File: config.mk
export PLATFORM = sky130hd
export DESIGN_NAME = rsw_reset_supervisor
export DESIGN_NICKNAME = d
export VERILOG_FILES = /design/src/design/rsw_pkg.sv /design/src/design/rsw_release_timer.sv /design/src/design/rsw_reset_supervisor.sv
export SDC_FILE = /design/constraint.sdc
export NUM_CORES = 1
export LEC_CHECK = 0
export BUFFER_PORTS_ARGS = -buffer_cell sky130_fd_sc_hd__buf_2
export CELL_PAD_IN_SITES_DETAIL_PLACEMENT = 0
export CELL_PAD_IN_SITES_GLOBAL_PLACEMENT = 2
export CORE_MARGIN = 5
export CORE_UTILIZATION = 34
export CTS_CLUSTER_SIZE = 16
export DETAILED_ROUTE_END_ITERATION = 12
export PLACE_DENSITY = 0.88
export SYNTH_ARGS = -nofsm -noshare
export SYNTH_HDL_FRONTEND = slang
export SYNTH_SLANG_ARGS = --single-unit
File: constraint.sdc
create_clock -name mclk -period 4 [get_ports mclk]
set_clock_uncertainty 0.1 [all_clocks]
set_input_delay 0.4 -clock mclk [delete_from_list [all_inputs] [get_ports mclk]]
set_output_delay 0.4 -clock mclk [all_outputs]
set_load 0.03 [all_outputs]
File: src/design/rsw_pkg.sv
// constants and types shared by the reset supervisor and its release timer
package rsw_pkg;

  // ****************************************
  // clock and timing
  // ****************************************
  localparam int unsigned CLK_PERIOD_PS = 5000;
  // release delay after supply recovery, in ns (plain default)
  localparam int unsigned RELEASE_DELAY_NS = 10000;
  // least time: round up to whole cycles, never below one
  localparam int unsigned RELEASE_CYCLES_RAW =
    (RELEASE_DELAY_NS * 1000 + CLK_PERIOD_PS - 1) / CLK_PERIOD_PS;
  localparam int unsigned RELEASE_CYCLES =
    (RELEASE_CYCLES_RAW < 1) ? 1 : RELEASE_CYCLES_RAW;
  localparam int unsigned RELEASE_W = $clog2(RELEASE_CYCLES + 1);

  // ****************************************
  // machine cycle
  // ****************************************
  localparam int unsigned MACH_CLKS = 4;
  localparam logic [1:0] MACH_LAST_PHASE = 2'h3;

  // ****************************************
  // supervision timer
  // ****************************************
  localparam int unsigned COUNT_W = 24;
  localparam int unsigned HIGH_W = 8;
  localparam logic [7:0] KEY_DISARM = 8'h55;
  localparam logic [23:0] COUNT_RESET = 24'h000000;
  localparam logic [23:0] COUNT_MAX = 24'hffffff;
  localparam logic [15:0] LOW_CLEAR = 16'h0000;

  // ****************************************
  // carriers
  // ****************************************
  typedef struct packed {
    logic pin;
    logic lowSupply;
    logic debug;
    logic watchdog;
  } rsw_cause_s;

  typedef struct packed {
    logic strobe;
    logic [7:0] data;
  } rsw_write_s;

endpackage

File: src/design/rsw_release_timer.sv
// holds the low-supply reset for a fixed delay after the supply recovers
`timescale 1ns/10ps
module rsw_release_timer
  import rsw_pkg::*;
(
  input wire logic mclk,
  input wire logic rst_n,
  input wire logic supplyLow,
  output logic holdReset
);

  logic [RELEASE_W-1:0] remain;
  logic [RELEASE_W-1:0] next_remain;

  // ****************************************
  // delay counter
  // ****************************************
  assign next_remain = supplyLow ? RELEASE_W'(RELEASE_CYCLES) :
                       (remain != '0) ? remain - RELEASE_W'(1) : remain;

  always_ff @(posedge mclk) begin
    if (!rst_n) begin
      remain <= '0;
    end else begin
      remain <= next_remain;
    end
  end

  assign holdReset = supplyLow || (remain != '0);

endmodule

File: src/design/rsw_reset_supervisor.sv
// reset merge, power-up flag and supervision timer
`timescale 1ns/10ps
module rsw_reset_supervisor
  import rsw_pkg::*;
(
  input wire logic mclk,
  input wire logic rst_n,
  input wire logic resetPin_n,
  input wire logic supplyLow,
  input wire logic debugReset,
  input wire logic idleMode,
  input wire logic powerDownMode,
  input wire logic cycleStall,
  input wire rsw_write_s keyWrite,
  input wire rsw_write_s reloadWrite,
  input wire logic powerUpClear,
  output logic coreReset,
  output rsw_cause_s resetCause,
  output logic powerUpFlag,
  output logic timerArmed,
  output logic [23:0] timerCount
);

  // ****************************************
  // declarations
  // ****************************************
  logic supplyHold;
  logic overflowReq;
  logic [7:0] armKey;
  logic [1:0] phase;
  logic machTick;
  logic countRun;
  logic overflowNow;
  logic [7:0] next_armKey;
  logic [23:0] next_timerCount;
  logic [1:0] next_phase;
  logic next_powerUpFlag;
  rsw_cause_s next_resetCause;
  wire logic anyReset;
  wire logic pinReq;
  wire logic debugReq;
  wire logic watchdogReq;
  wire logic keyStrobe;
  wire logic reloadStrobe;
  wire logic atLastPhase;
  wire logic modeHalt;
  wire logic countFull;
  wire logic [23:0] reloadValue;
  wire logic [23:0] countNext;

  // ****************************************
  // helper functions
  // ****************************************
  // key decode: anything but the disarm value arms
  function automatic logic key_arms(input logic [7:0] key);
    key_arms = (key != KEY_DISARM);
  endfunction

  // reload image: written byte on top, low bits cleared
  function automatic logic [23:0] reload_value(input logic [HIGH_W-1:0] high);
    reload_value = {high, LOW_CLEAR};
  endfunction

  // divider step, last phase held while stalled
  function automatic logic [1:0] phase_step(input logic [1:0] cur, input logic hold);
    if (cur == MACH_LAST_PHASE) begin
      phase_step = hold ? cur : 2'h0;
    end else begin
      phase_step = cur + 2'h1;
    end
  endfunction

  // counter step, wraps past all ones
  function automatic logic [23:0] count_step(input logic [23:0] cur);
    count_step = cur + 24'h000001;
  endfunction

  // ****************************************
  // low-supply release delay
  // ****************************************
  rsw_release_timer u_release (
    .mclk(mclk),
    .rst_n(rst_n),
    .supplyLow(supplyLow),
    .holdReset(supplyHold)
  );

  // ****************************************
  // reset sources
  // ****************************************
  assign pinReq = !resetPin_n;
  assign debugReq = debugReset;
  assign watchdogReq = overflowReq;

  // ****************************************
  // reset merge
  // ****************************************
  assign anyReset = pinReq || supplyHold || debugReq || watchdogReq;
  assign next_resetCause = '{pin: pinReq, lowSupply: supplyHold,
                             debug: debugReq, watchdog: watchdogReq};
  assign next_powerUpFlag = supplyLow || (powerUpFlag && !powerUpClear);

  // ****************************************
  // machine cycle divider
  // ****************************************
  assign atLastPhase = (phase == MACH_LAST_PHASE);
  assign machTick = atLastPhase && !cycleStall;
  assign next_phase = phase_step(phase, cycleStall);

  // ****************************************
  // write strobes
  // ****************************************
  assign keyStrobe = keyWrite.strobe;
  assign reloadStrobe = reloadWrite.strobe;
  assign reloadValue = reload_value(reloadWrite.data);

  // ****************************************
  // supervision timer
  // ****************************************
  assign timerArmed = key_arms(armKey);
  assign modeHalt = idleMode || powerDownMode;
  assign countRun = timerArmed && machTick && !modeHalt;
  assign countFull = (timerCount == COUNT_MAX);
  assign countNext = count_step(timerCount);
  assign overflowNow = countRun && countFull && !reloadStrobe;
  assign next_armKey = overflowNow ? KEY_DISARM :
                       keyStrobe ? keyWrite.data : armKey;
  assign next_timerCount = reloadStrobe ? reloadValue :
                           countRun ? countNext : timerCount;

  // ****************************************
  // core reset output
  // ****************************************
  always_ff @(posedge mclk) begin
    if (!rst_n) begin
      coreReset <= 1'b1;
    end else begin
      coreReset <= anyReset;
    end
  end

  // ****************************************
  // reset cause
  // ****************************************
  always_ff @(posedge mclk) begin
    if (!rst_n) begin
      resetCause <= '0;
    end else begin
      resetCause <= next_resetCause;
    end
  end

  // ****************************************
  // power-up flag
  // ****************************************
  always_ff @(posedge mclk) begin
    if (!rst_n) begin
      powerUpFlag <= 1'b0;
    end else begin
      powerUpFlag <= next_powerUpFlag;
    end
  end

  // ****************************************
  // divider phase
  // ****************************************
  always_ff @(posedge mclk) begin
    if (!rst_n || anyReset) begin
      phase <= 2'h0;
    end else begin
      phase <= next_phase;
    end
  end

  // ****************************************
  // overflow request
  // ****************************************
  always_ff @(posedge mclk) begin
    if (!rst_n) begin
      overflowReq <= 1'b0;
    end else begin
      overflowReq <= overflowNow;
    end
  end

  // ****************************************
  // arm key register
  // ****************************************
  always_ff @(posedge mclk) begin
    if (!rst_n || anyReset) begin
      armKey <= KEY_DISARM;
    end else begin
      armKey <= next_armKey;
    end
  end

  // ****************************************
  // supervision counter
  // ****************************************
  always_ff @(posedge mclk) begin
    if (!rst_n || anyReset) begin
      timerCount <= COUNT_RESET;
    end else begin
      timerCount <= next_timerCount;
    end
  end

endmodule

-- Word level (Yosys, flattened, before mapping)
Cells that the tools add are included.
- bits in registers: 52
- bits in latches: 0
- RAM bits: 0
- bits in read-only memories: 0
- input bits: 27
- logic and storage cells: 52
- memories: 0
- add/sub/neg operators: 3
- $mul: 0
- divide/modulo/power cells: 0
- magnitude comparators: 0
- equal/unequal tests: 4
- shift operators: 0
- muxes and demuxes: 6
- bitwise logic cells: 1
- reductions and logical operators: 25
- operator list (operator ; number):
    $mux 24 ; 2
    $add 24x1->24 const B ; 1
    $eq 24x24->1 const B ; 1
    $mux 11 ; 2
    $reduce_bool 11->1 ; 1
    $sub 11x1->11 const B ; 1
    $ne 8x7->1 const B ; 1
    $logic_or 1x1->1 ; 7
    $logic_and 1x1->1 ; 6
    $logic_not 1->1 ; 6
    $reduce_or 2->1 ; 3
    $mux 2 ; 2
    $reduce_bool 2->1 ; 2
    $add 2x1->2 const B ; 1
    $eq 2x2->1 const B ; 1
    $ne 2x2->1 const B ; 1
    $not 1->1 ; 1

-- Longest topological paths before layout
Gate-level depths: netlist (run 1).
- depth in word-level cells: 7
- gate-level depth with buffers: 8
- depth with buffers taken out: 7

-- Cells and area by module
From an unflattened synthesis (run 1), not the netlist that was laid out.
- cells, all modules: 263
- area, all modules: 2439.8 sq um
- by module, submodules not included (module ; instances ; cells each ; area each (sq um)):
    rsw_reset_supervisor ; 1 ; 193 ; 1823.0
    rsw_release_timer ; 1 ; 70 ; 616.8

-- Worst setup path before layout (run 1)
OpenSTA, ideal clock, no wires.
- kind: reg-to-reg
- start: register phase[0]
- end: register timerCount[19]
- data arrival time: 2112 ps
- required time: 3800 ps
- path slack: 1688 ps
- cell stages (with the launch flop): 8
- period minus slack after synthesis: 2312 ps
- path through: dfxtp_1 -> ha_1 -> or4b_4 -> a2111oi_4 -> and3_1 -> buf_4 -> nor3_2 -> a2111oi_4
- cells in the longest elaborated chain, start to end: 5
- ends and longest elaborated chain (item ; line ; text):
    from (decl) ; rsw_reset_supervisor.sv:30 ; logic [1:0] phase;
    from (signal assigned) ; rsw_reset_supervisor.sv:171 ; phase <= next_phase;
    $eq 2x2->1 ; rsw_reset_supervisor.sv:106 ; assign atLastPhase = (phase == MACH_LAST_PHASE);
    $logic_and 1x1->1 ; rsw_reset_supervisor.sv:107 ; assign machTick = atLastPhase && !cycleStall;
    $logic_and 1x1->1 (2 in a row) ; rsw_reset_supervisor.sv:122 ; assign countRun = timerArmed && machTick && !modeHalt;
    $reduce_bool 2->1 (no line) ; -- ;
    to (signal assigned) ; rsw_reset_supervisor.sv:204 ; timerCount <= next_timerCount;
    to (decl) ; rsw_reset_supervisor.sv:21 ; output logic [23:0] timerCount
Every way passes these cells.
A chain may end at the register's enable or synchronous reset.

-- Final worst setup path (run 1)
- start: register u_release.remain[3]
- end: register timerCount[22]
- cells in the longest elaborated chain, start to end: 6
- ends and longest elaborated chain (item ; line ; text):
    from (decl) ; rsw_release_timer.sv:12 ; logic [RELEASE_W-1:0] remain;
    from (signal assigned) ; rsw_release_timer.sv:25 ; remain <= next_remain;
    $reduce_bool 11->1 ; rsw_release_timer.sv:29 ; assign holdReset = supplyLow || (remain != '0);
    $logic_or 1x1->1 ; rsw_release_timer.sv:29 ;
    $logic_or 1x1->1 (3 in a row) ; rsw_reset_supervisor.sv:98 ; assign anyReset = pinReq || supplyHold || debugReq || watchdogReq;
    $logic_or 1x1->1 ; rsw_reset_supervisor.sv:201 ; if (!rst_n || anyReset) begin
Every way passes these cells.

==> results of run 1 <==
cell families after synthesis:
| family | Yosys count | share of synthesized area |
|---|---|---|
| mux | 6 | 0.0247 |
| buf+inv | 22 | 0.0428 |
| compound gates | 37 | 0.117 |
| xor+xnor | 28 | 0.101 |
| simple gates | 120 | 0.265 |
| fa+ha+maj | 4 | 0.0206 |
| flops | 52 | 0.429 |
worst max path at each step:
stage | endpoint | cells after the start | startpoint
floorplan | timerCount[19]$_SDFFE_PP0P_ | 7 | phase[0]$_SDFFE_PP0P_
global placement | timerCount[22]$_SDFFE_PP0P_ | 5 | u_release.remain[4]$_SDFFE_PN0P_
detailed placement | timerCount[22]$_SDFFE_PP0P_ | 5 | u_release.remain[4]$_SDFFE_PN0P_
CTS | timerCount[22]$_SDFFE_PP0P_ | 5 | u_release.remain[3]$_SDFFE_PP0P_
global route | timerCount[22]$_SDFFE_PP0P_ | 5 | u_release.remain[3]$_SDFFE_PP0P_
finish | timerCount[22]$_SDFFE_PP0P_ | 5 | u_release.remain[3]$_SDFFE_PP0P_
placed cells by master, fill, tap and decap left out, drive strengths merged, types with 6 or more instances in the layout:
cell type and instances:
nand4 11, nor2 40, xor2 16, buf 58, nor3 6, clkbuf 6, dfxtp 52, a21oi 16
inv 10, nand2 14, mux2i 6, xnor2 12, nand3 15
per-layer routing:
| metal | vias up | routed length [um] |
|---|---|---|
| met5 | - | 0 |
| met4 | 0 | 46 |
| met3 | 5 | 255 |
| met2 | 46 | 2420 |
| met1 | 922 | 2740 |
| li1 | 1042 | - |
metrics by stage:
step	power (mW)	util
final	0.927	0.416
after global routing	0.978	0.416
after CTS	0.940	0.416
after detailed placement	0.654	0.404
after global placement	0.655	0.404
after floorplan	0.628	-
power breakdown:
| part | switching (mW) | internal, mW | total [mW] | leakage [nW] |
|---|---|---|---|---|
| logic | 0.0526 | 0.0426 | 0.0952 | 0.685 |
| registers | 0.0155 | 0.531 | 0.547 | 0.423 |
| clock network | 0.166 | 0.120 | 0.285 | 0.0410 |
| total | 0.234 | 0.694 | 0.927 | 1.15 |
flip-flops by register name, indices dropped and copies added, names as in the netlist:
signal,count
timerCount,24
u_release.remain,11
armKey,8
resetCause,4
phase,2
coreReset,1
overflowReq,1
powerUpFlag,1
layout make-up:
| class | instances | area, um^2 |
|---|---|---|
| clock buffer | 6 | 72.6 |
| clock inverter | 1 | 5.00 |
| fill | 716 | 4010 |
| inverter | 11 | 41.3 |
| multi-input combinational | 195 | 1280 |
| sequential | 52 | 1040 |
| tap | 96 | 120 |
| timing repair buffer | 58 | 293 |
worst max-delay path, stage by stage, from the launching register on:
cell and delay, ps:
dfxtp_1 390, nor4_4 320, nand4_1 450, or4_4 780, or2_1 480, o22ai_1 240
==> impl_metrics.env, run 1 <==
export IMPL_status="completed"
export IMPL_fmax_mhz=354
export IMPL_grt_max_degree=21
export IMPL_rows=30
export IMPL_grt_pass1_vias=1970
export IMPL_fin_cells=419
export IMPL_synth_edf_count=0
export IMPL_maxCapViolCount=0
export IMPL_synth_seq_cells=52
export IMPL_cts_buffers=5
export IMPL_fp_dieW_um=94.5
export IMPL_crit_type="flop to flop"
export IMPL_vias=2015
export IMPL_core_um2=6870
export IMPL_synth_net_count=300
export IMPL_post_cts_buffers=0
export IMPL_cts_tree="done"
export IMPL_synth_area_leaders="dfxtp_1, nor2_1, xor2_1, xnor2_1, a21oi_1"
export IMPL_hold_path_depth=2
export IMPL_area_growth_pct=17.6
export IMPL_drtIter0Drc=87
export IMPL_r2r_slack_ps=1170
export IMPL_ctsHoldBuffers=0
export IMPL_synth_area_um2=2430
export IMPL_firstDrtPassIters=4
export IMPL_clk_pin_slew_ps=90
export IMPL_ys_async_sr_fraction=0
export IMPL_placed_cells=412
export IMPL_busiest_layer="met2"
export IMPL_use_met2=0.206
export IMPL_io_pins=58
export IMPL_post_drt_via_cell_ratio=4.81
export IMPL_antenna_left=0
export IMPL_routed_wl_um=5460
export IMPL_initial_core_util=0.353
export IMPL_setup_slack_ps=1170
export IMPL_p_leak_nw=1.15
export IMPL_synth_top_cell_area_share=0.429
export IMPL_clockBufferDepth=2
export IMPL_start_kind="flop"
export IMPL_root_buffer="clkbuf_8"
export IMPL_period_share=0.707
export IMPL_grt_pass1_wl_um=9170
export IMPL_synth_distinct_cells=41
export IMPL_cp_required_ps=4130
export IMPL_hold_viol=0
export IMPL_slew_viol_final=0
export IMPL_synth_area_per_cell_um2=9.02
export IMPL_hold_ws_ps=163
export IMPL_rsz0062_at_grt="false"
export IMPL_ctsResizeCount=0
export IMPL_seq_area_frac_synth=0.429
export IMPL_min_period_ps=2830
export IMPL_finalWeightedCongestion=0.755
export IMPL_drc_errors=0
export IMPL_relSlewSlack=0.606
export IMPL_yosys_top_cells_count="dfxtp_1, nor2_1, a21oi_1, xor2_1, nand3_1"
export IMPL_synth_area_leader_cell="dfxtp_1"
export IMPL_use_met3=0.0375
export IMPL_reg2reg_to="timerCount[22]$_SDFFE_PP0P_"
export IMPL_yosys_warnings=0
export IMPL_antenna_cells=0
export IMPL_hp_class="primary input to flop"
export IMPL_htree_num_levels=2
export IMPL_cellPowerDensity_nw_per_um2=325
export IMPL_grtUsageTotal=0.129
export IMPL_io_buffer_count=57
export IMPL_cp_max_fo=17
export IMPL_min_from="resetPin_n"
export IMPL_final_area_um2=2860
export IMPL_synth_main_ff_cell="dfxtp_1"
export IMPL_worst_pin_slew_ps=591
export IMPL_synth_most_common_cell="dfxtp_1"
export IMPL_cts_sinks=52
export IMPL_place_ws_ps=1190
export IMPL_die_area_um2=8930
export IMPL_hpwlAfterDp_um=3990
export IMPL_setup_viol=0
export IMPL_final_net_count=354
export IMPL_worstHoldEndpoint="resetCause[3]$_SDFF_PN0_"
export IMPL_grt_overflow_total=0
export IMPL_endpoint_kind="flop"
export IMPL_dieHeight_um=94.5
export IMPL_met1_usage=0.172
export IMPL_drive_gt1_frac=0.223
export IMPL_postSynthCellCount=269
export IMPL_clk_latency_ps=300
export IMPL_ir_worst_vdd_uv=127
export IMPL_r2r_start="u_release.remain[3]$_SDFFE_PP0P_"
export IMPL_reg2reg_depth=5
export IMPL_dpl_cell_area_um2=2780
export IMPL_wire_per_inst_um=13.0
export IMPL_antenna_found_initial=0
export IMPL_finalSetupTns_ps=0
export IMPL_crit_arrival_ps=2960
(Power assumes the default switching activity.)
==> inputs of run 2 (changes only) <==
--- a/config.mk
+++ b/config.mk
@@ -9,10 +9,10 @@
 export CELL_PAD_IN_SITES_DETAIL_PLACEMENT = 0
 export CELL_PAD_IN_SITES_GLOBAL_PLACEMENT = 2
 export CORE_MARGIN = 5
-export CORE_UTILIZATION = 34
+export CORE_UTILIZATION = 31
 export CTS_CLUSTER_SIZE = 16
 export DETAILED_ROUTE_END_ITERATION = 12
-export PLACE_DENSITY = 0.88
+export PLACE_DENSITY = 0.82
 export SYNTH_ARGS = -nofsm -noshare
 export SYNTH_HDL_FRONTEND = slang
 export SYNTH_SLANG_ARGS = --single-unit
==> constraint.sdc (replaced) <==
create_clock -name mclk -period 2.8 [get_ports mclk]
set_clock_uncertainty 0.1 [all_clocks]
set_input_delay 0.28 -clock mclk [delete_from_list [all_inputs] [get_ports mclk]]
set_output_delay 0.28 -clock mclk [all_outputs]
set_load 0.03 [all_outputs]
==> impl_metrics.env, run 2 (same netlist as run 1, synthesis figures left out) <==
export IMPL_rsz0062_at_grt="false"
export IMPL_grt_pass1_wl_um=9830
export IMPL_firstDrtPassIters=4
export IMPL_antenna_found_initial=0
export IMPL_io_buffer_count=57
export IMPL_routed_wl_um=5760
export IMPL_largest_register_ffs=24
export IMPL_maxCapViolCount=0
export IMPL_grtUsageTotal=0.122
export IMPL_ir_worst_vdd_uv=210
export IMPL_n_fill_cell=820
export IMPL_worstPathCellList="nor4_4, nand4_1, or4_4, or2_1, o22ai_1"
export IMPL_finalWeightedCongestion=0.782
export IMPL_cts_tree="done"
export IMPL_io_pins=58
export IMPL_final_net_count=359
export IMPL_drtIter0Drc=41
export IMPL_ctsHoldBuffers=0
export IMPL_hold_ws_ps=57.2
export IMPL_p_leak_nw=1.17
export IMPL_slew_viol_final=0
export IMPL_die_area_um2=9700
export IMPL_fmax_mhz=414
export IMPL_cellPowerDensity_nw_per_um2=459
export IMPL_reg_top3="timerCount: 24 flops, u_release.remain: 11 flops, armKey: 8 flops"
export IMPL_fp_dieW_um=98.5
export IMPL_grt_overflow_total=0
export IMPL_top_register="timerCount"
export IMPL_vias=2065
export IMPL_post_cts_buffers=0
export IMPL_hp_class="primary input to flop"
export IMPL_crit_type="flop to flop"
export IMPL_status="completed"
export IMPL_final_util=0.377
export IMPL_hold_path_depth=2
export IMPL_crit_arrival_ps=2540
export IMPL_relSlewSlack=0.604
export IMPL_initial_core_util=0.316
export IMPL_htree_num_levels=2
export IMPL_drc_errors=0
export IMPL_drive_gt1_frac=0.235
export IMPL_cts_buffers=5
export IMPL_slowest_stage="or4_4"
export IMPL_setup_viol=0
export IMPL_reg2reg_depth=5
export IMPL_cp_max_fo=17
export IMPL_grt_max_degree=21
export IMPL_clk_latency_ps=300
export IMPL_core_um2=7690
export IMPL_hold_viol=0
export IMPL_min_period_ps=2420
export IMPL_grt_pass1_vias=2093
export IMPL_antenna_cells=0
export IMPL_root_buffer="clkbuf_8"
export IMPL_endpoint_kind="flop"
export IMPL_cpPeakStageDelay_ps=660
export IMPL_rows=32
export IMPL_antenna_left=0
export IMPL_final_common_cell="buf_2"
export IMPL_post_drt_via_cell_ratio=4.80
export IMPL_ctsResizeCount=0
export IMPL_mostFrequentLayoutCells="buf_2, dfxtp_1, nor2_1"
export IMPL_start_kind="flop"
export IMPL_cts_sinks=52
export IMPL_finalSetupTns_ps=0
export IMPL_area_growth_pct=19.5
export IMPL_hpwlAfterDp_um=4260
export IMPL_wire_per_inst_um=13.4
export IMPL_clockBufferDepth=2
export IMPL_clk_pin_slew_ps=90
export IMPL_period_share=0.863
export IMPL_dieHeight_um=98.5
export IMPL_worst_pin_slew_ps=594
export IMPL_cp_required_ps=2920
run 2: cell count changes in the layout (fill, tap and decap cells not counted):
cell   delta
buf_4     +5
run 2: path summary, 6_finish.rpt:
check / from / end / slack, ps
setup reg to reg: u_release.remain[3]$_SDFFE_PP0P_ / timerCount[22]$_SDFFE_PP0P_ / 380
setup / recovery: u_release.remain[3]$_SDFFE_PP0P_ / timerCount[22]$_SDFFE_PP0P_ / 380
hold reg to reg: overflowReq$_SDFF_PN0_ / resetCause[0]$_SDFF_PN0_ / 350
hold / removal: resetPin_n / resetCause[3]$_SDFF_PN0_ / 60
run 2: critical path, delay by kind of cell, from the launching register on:
family / cells / cell delay [ps]
flip-flops: 1 / 390
AO/OA/AOI/OAI: 1 / 240
AND/OR/NAND/NOR: 4 / 1600
run 2: layer usage:
| metal | wire (um) | up-vias | share of wire | global-route usage |
|---|---|---|---|---|
| met5 | 0 | - | 0 | 0 |
| met3 | 312 | 2 | 0.054 | 0.0347 |
| met2 | 2630 | 49 | 0.46 | 0.197 |
| met1 | 2780 | 959 | 0.48 | 0.162 |
| li1 | - | 1055 | - | - |
| met4 | 31 | 0 | 0.0054 | 0.0305 |
run 2: report_power, final:
group	total (mW)	switching (mW)	internal (mW)
Sequential	0.782	0.0227	0.759
Clock	0.410	0.239	0.171
Combinational	0.139	0.0760	0.0628
run 2: layout make-up:
| type | count | area [um^2] | share of cell area |
|---|---|---|---|
| clock buffers | 6 | 72.6 | 0.0250 |
| well taps | 102 | 128 | 0.0440 |
| clock inverters | 1 | 5.00 | 0.00173 |
| flip-flops and latches | 52 | 1040 | 0.359 |
| multi-input cells | 195 | 1280 | 0.442 |
| inverters | 11 | 41.3 | 0.0142 |
| repair buffers | 63 | 330 | 0.114 |
run 2: per-stage QoR:
stage / power [mW] / setup WS [ps] / area (um^2) / cells
4_1_cts: 1.36 / 373 / 2900 / 430
6_report: 1.33 / 384 / 2900 / 430
3_5_place_dp: 0.939 / 405 / 2820 / 423
2_1_floorplan: 0.897 / 488 / 2430 / 269
5_1_grt: 1.40 / 234 / 2900 / 430
3_3_place_gp: 0.939 / 407 / 2820 / 423
==> inputs of run 3 (changes only) <==
--- a/config.mk
+++ b/config.mk
@@ -9,10 +9,12 @@
 export CELL_PAD_IN_SITES_DETAIL_PLACEMENT = 0
 export CELL_PAD_IN_SITES_GLOBAL_PLACEMENT = 2
 export CORE_MARGIN = 5
-export CORE_UTILIZATION = 31
+export CORE_UTILIZATION = 32
 export CTS_CLUSTER_SIZE = 16
 export DETAILED_ROUTE_END_ITERATION = 12
-export PLACE_DENSITY = 0.82
+export PLACE_DENSITY = 0.83
+export SKIP_LAST_GASP = 1
 export SYNTH_ARGS = -nofsm -noshare
 export SYNTH_HDL_FRONTEND = slang
+export SYNTH_HIERARCHICAL = 1
 export SYNTH_SLANG_ARGS = --single-unit
==> impl_metrics.env, run 3 <==
export IMPL_status="completed"
export IMPL_reg_top3="timerCount: 24 flops, u_release/remain: 11 flops, armKey: 8 flops"
export IMPL_period_share=0.900
export IMPL_clk_pin_slew_ps=90
export IMPL_min_period_ps=2520
export IMPL_p_leak_nw=1.20
export IMPL_grt_max_degree=18
export IMPL_maxCapViolCount=0
export IMPL_synth_edf_count=0
export IMPL_ir_worst_vdd_uv=198
export IMPL_r2r_slack_ps=280
export IMPL_initial_core_util=0.333
export IMPL_routed_wl_um=6020
export IMPL_finalSetupTns_ps=0
export IMPL_synth_area_leaders="dfxtp_1, nor2_1, mux2i_1, xnor2_1, xor2_1"
export IMPL_reg2reg_depth=9
export IMPL_combPwrFrac=0.118
export IMPL_slowest_stage="a21oi_1"
export IMPL_ctsResizeCount=0
export IMPL_core_um2=7330
export IMPL_clkPwrFrac=0.303
export IMPL_crit_arrival_ps=2590
export IMPL_vias=2089
export IMPL_relSlewSlack=0.694
export IMPL_mostFrequentLayoutCells="buf_2, dfxtp_1, nor2_1"
export IMPL_endpoint_kind="flop"
export IMPL_p_int_mw=0.999
export IMPL_hp_class="primary input to flop"
export IMPL_top_register="timerCount"
export IMPL_start_kind="flop"
export IMPL_synth_net_count=293
export IMPL_antenna_left=0
export IMPL_synth_distinct_cells=51
export IMPL_rows=31
export IMPL_post_cts_buffers=0
export IMPL_die_area_um2=9470
export IMPL_dieHeight_um=97.3
export IMPL_final_seq_area_um2=1040
export IMPL_grtUsageTotal=0.131
export IMPL_yosys_warnings=6
export IMPL_io_pins=58
export IMPL_post_drt_via_cell_ratio=4.93
export IMPL_finalWeightedCongestion=0.847
export IMPL_cts_sinks=52
export IMPL_clockBufferDepth=2
export IMPL_final_common_cell="buf_2"
export IMPL_switching_share=0.256
export IMPL_drtIter0Drc=61
export IMPL_slew_viol_final=0
export IMPL_ys_async_sr_fraction=0
export IMPL_final_net_count=355
export IMPL_path_buf_inv=1
export IMPL_root_buffer="clkbuf_8"
export IMPL_cp_max_fo=8
export IMPL_postSynthCellCount=263
export IMPL_hold_viol=0
export IMPL_rsz0062_at_grt="false"
export IMPL_clk_latency_ps=300
export IMPL_wire_per_inst_um=14.2
export IMPL_area_growth_pct=20.4
export IMPL_seq_area_frac_synth=0.427
export IMPL_multi_input_area_um2=1350
export IMPL_grt_pass1_wl_um=10300
export IMPL_grt_overflow_total=0
export IMPL_antenna_cells=0
export IMPL_synth_area_um2=2440
export IMPL_cpPeakStageDelay_ps=400
export IMPL_cellPowerDensity_nw_per_um2=457
export IMPL_crit_top_cell="nand3_1"
export IMPL_fmax_mhz=397
export IMPL_synth_most_common_cell="dfxtp_1"
export IMPL_firstDrtPassIters=4
export IMPL_synth_seq_cells=52
export IMPL_crit_type="flop to flop"
export IMPL_setup_viol=0
export IMPL_synth_main_ff_cell="dfxtp_1"
export IMPL_pwr_share_seq=0.579
export IMPL_worst_pin_slew_ps=459
export IMPL_htree_num_levels=2
export IMPL_worstPathCellList="inv_1, ha_1, nor3b_1, nand3_1, or2_2, nor2_1, nand3_1, a21oi_1, nand2_1"
export IMPL_synth_area_leader_cell="dfxtp_1"
export IMPL_hpwlAfterDp_um=4520
export IMPL_ctsHoldBuffers=0
export IMPL_cts_tree="done"
export IMPL_yosys_top_cells_count="dfxtp_1, nor2_1, nand2_1"
export IMPL_synth_top_cell_area_share=0.427
export IMPL_drive_gt1_frac=0.243
export IMPL_antenna_found_initial=0
export IMPL_path_delay_family="simple AND/OR/NAND/NOR gates"
export IMPL_p_total_mw=1.34
export IMPL_crit_cells=9
export IMPL_io_buffer_count=57
export IMPL_p_sw_mw=0.343
export IMPL_n_fill_cell=760
export IMPL_largest_register_ffs=24
export IMPL_cp_required_ps=2870
export IMPL_hold_path_depth=2
export IMPL_cts_buffers=5
export IMPL_synth_area_per_cell_um2=9.28
export IMPL_fp_dieW_um=97.3
export IMPL_drc_errors=0
export IMPL_grt_pass1_vias=2112
[run 3: cell type report]
class,count,share of cell area
Tap cell,99,0.0422
Clock inverter,1,0.00170
Timing Repair Buffer,62,0.110
Clock buffer,6,0.0247
Multi-Input combinational cell,198,0.459
Inverter,6,0.00767
Sequential cell,52,0.354
[run 3: metrics by stage]
step,utilization,cells,hold WS (ps),worst slack (ps),area [um^2]
CTS,0.401,424,60.0,299,2940
detailed placement,0.390,417,356,340,2860
global route,0.401,424,69.6,60.0,2940
finish,0.401,424,68.4,279,2940
floorplan,-,263,252,480,2440
global placement,0.390,417,357,482,2860
[run 3: power groups by stage]
stage               clock [mW]  combinational [mW]  sequential [mW]
CTS                      0.424               0.160            0.777
global route             0.462               0.178            0.782
detailed placement           0               0.159            0.794
finish                   0.406               0.159            0.777
global placement             0               0.158            0.794
floorplan                    0              0.0950            0.797
[run 3: metal layers]
metal	global-route usage	part of all wire	wire, um	up-vias
met5	0	0	0	-
met4	0.0437	0.012	72	0
met3	0.0359	0.039	233	4
met2	0.212	0.47	2830	45
met1	0.169	0.48	2890	970
li1	-	-	-	1070
[run 3: path summary, 6_finish.rpt]
| path | end | from |
|---|---|---|
| hold / removal | resetCause[3]$_SDFF_PN0_ | resetPin_n |
| hold reg to reg | resetCause[0]$_SDFF_PN0_ | overflowReq$_SDFF_PN0_ |
| setup / recovery | armKey[6]$_SDFFE_PP1P_ | u_release/remain[0]$_SDFFE_PP0P_ |
| setup reg to reg | armKey[6]$_SDFFE_PP1P_ | u_release/remain[0]$_SDFFE_PP0P_ |
[run 3: kinds of logic after synthesis]
family          count (synthesis)  share of synthesized area
compound gates                 37                      0.121
xor+xnor                       22                     0.0790
fa+ha+maj                       3                     0.0154
flops                          52                      0.427
buf+inv                        13                     0.0205
simple gates                  124                      0.288
mux                            12                     0.0492
[run 3: worst reg2reg max path: cells and delay by family (launching register included)]
family	cells	cell delay (ps)
AO/OA/AOI/OAI	1	400
adder cells (fa/ha/maj)	1	190
buffers and inverters	1	90
flip-flops	1	340
AND/OR/NAND/NOR	6	1280
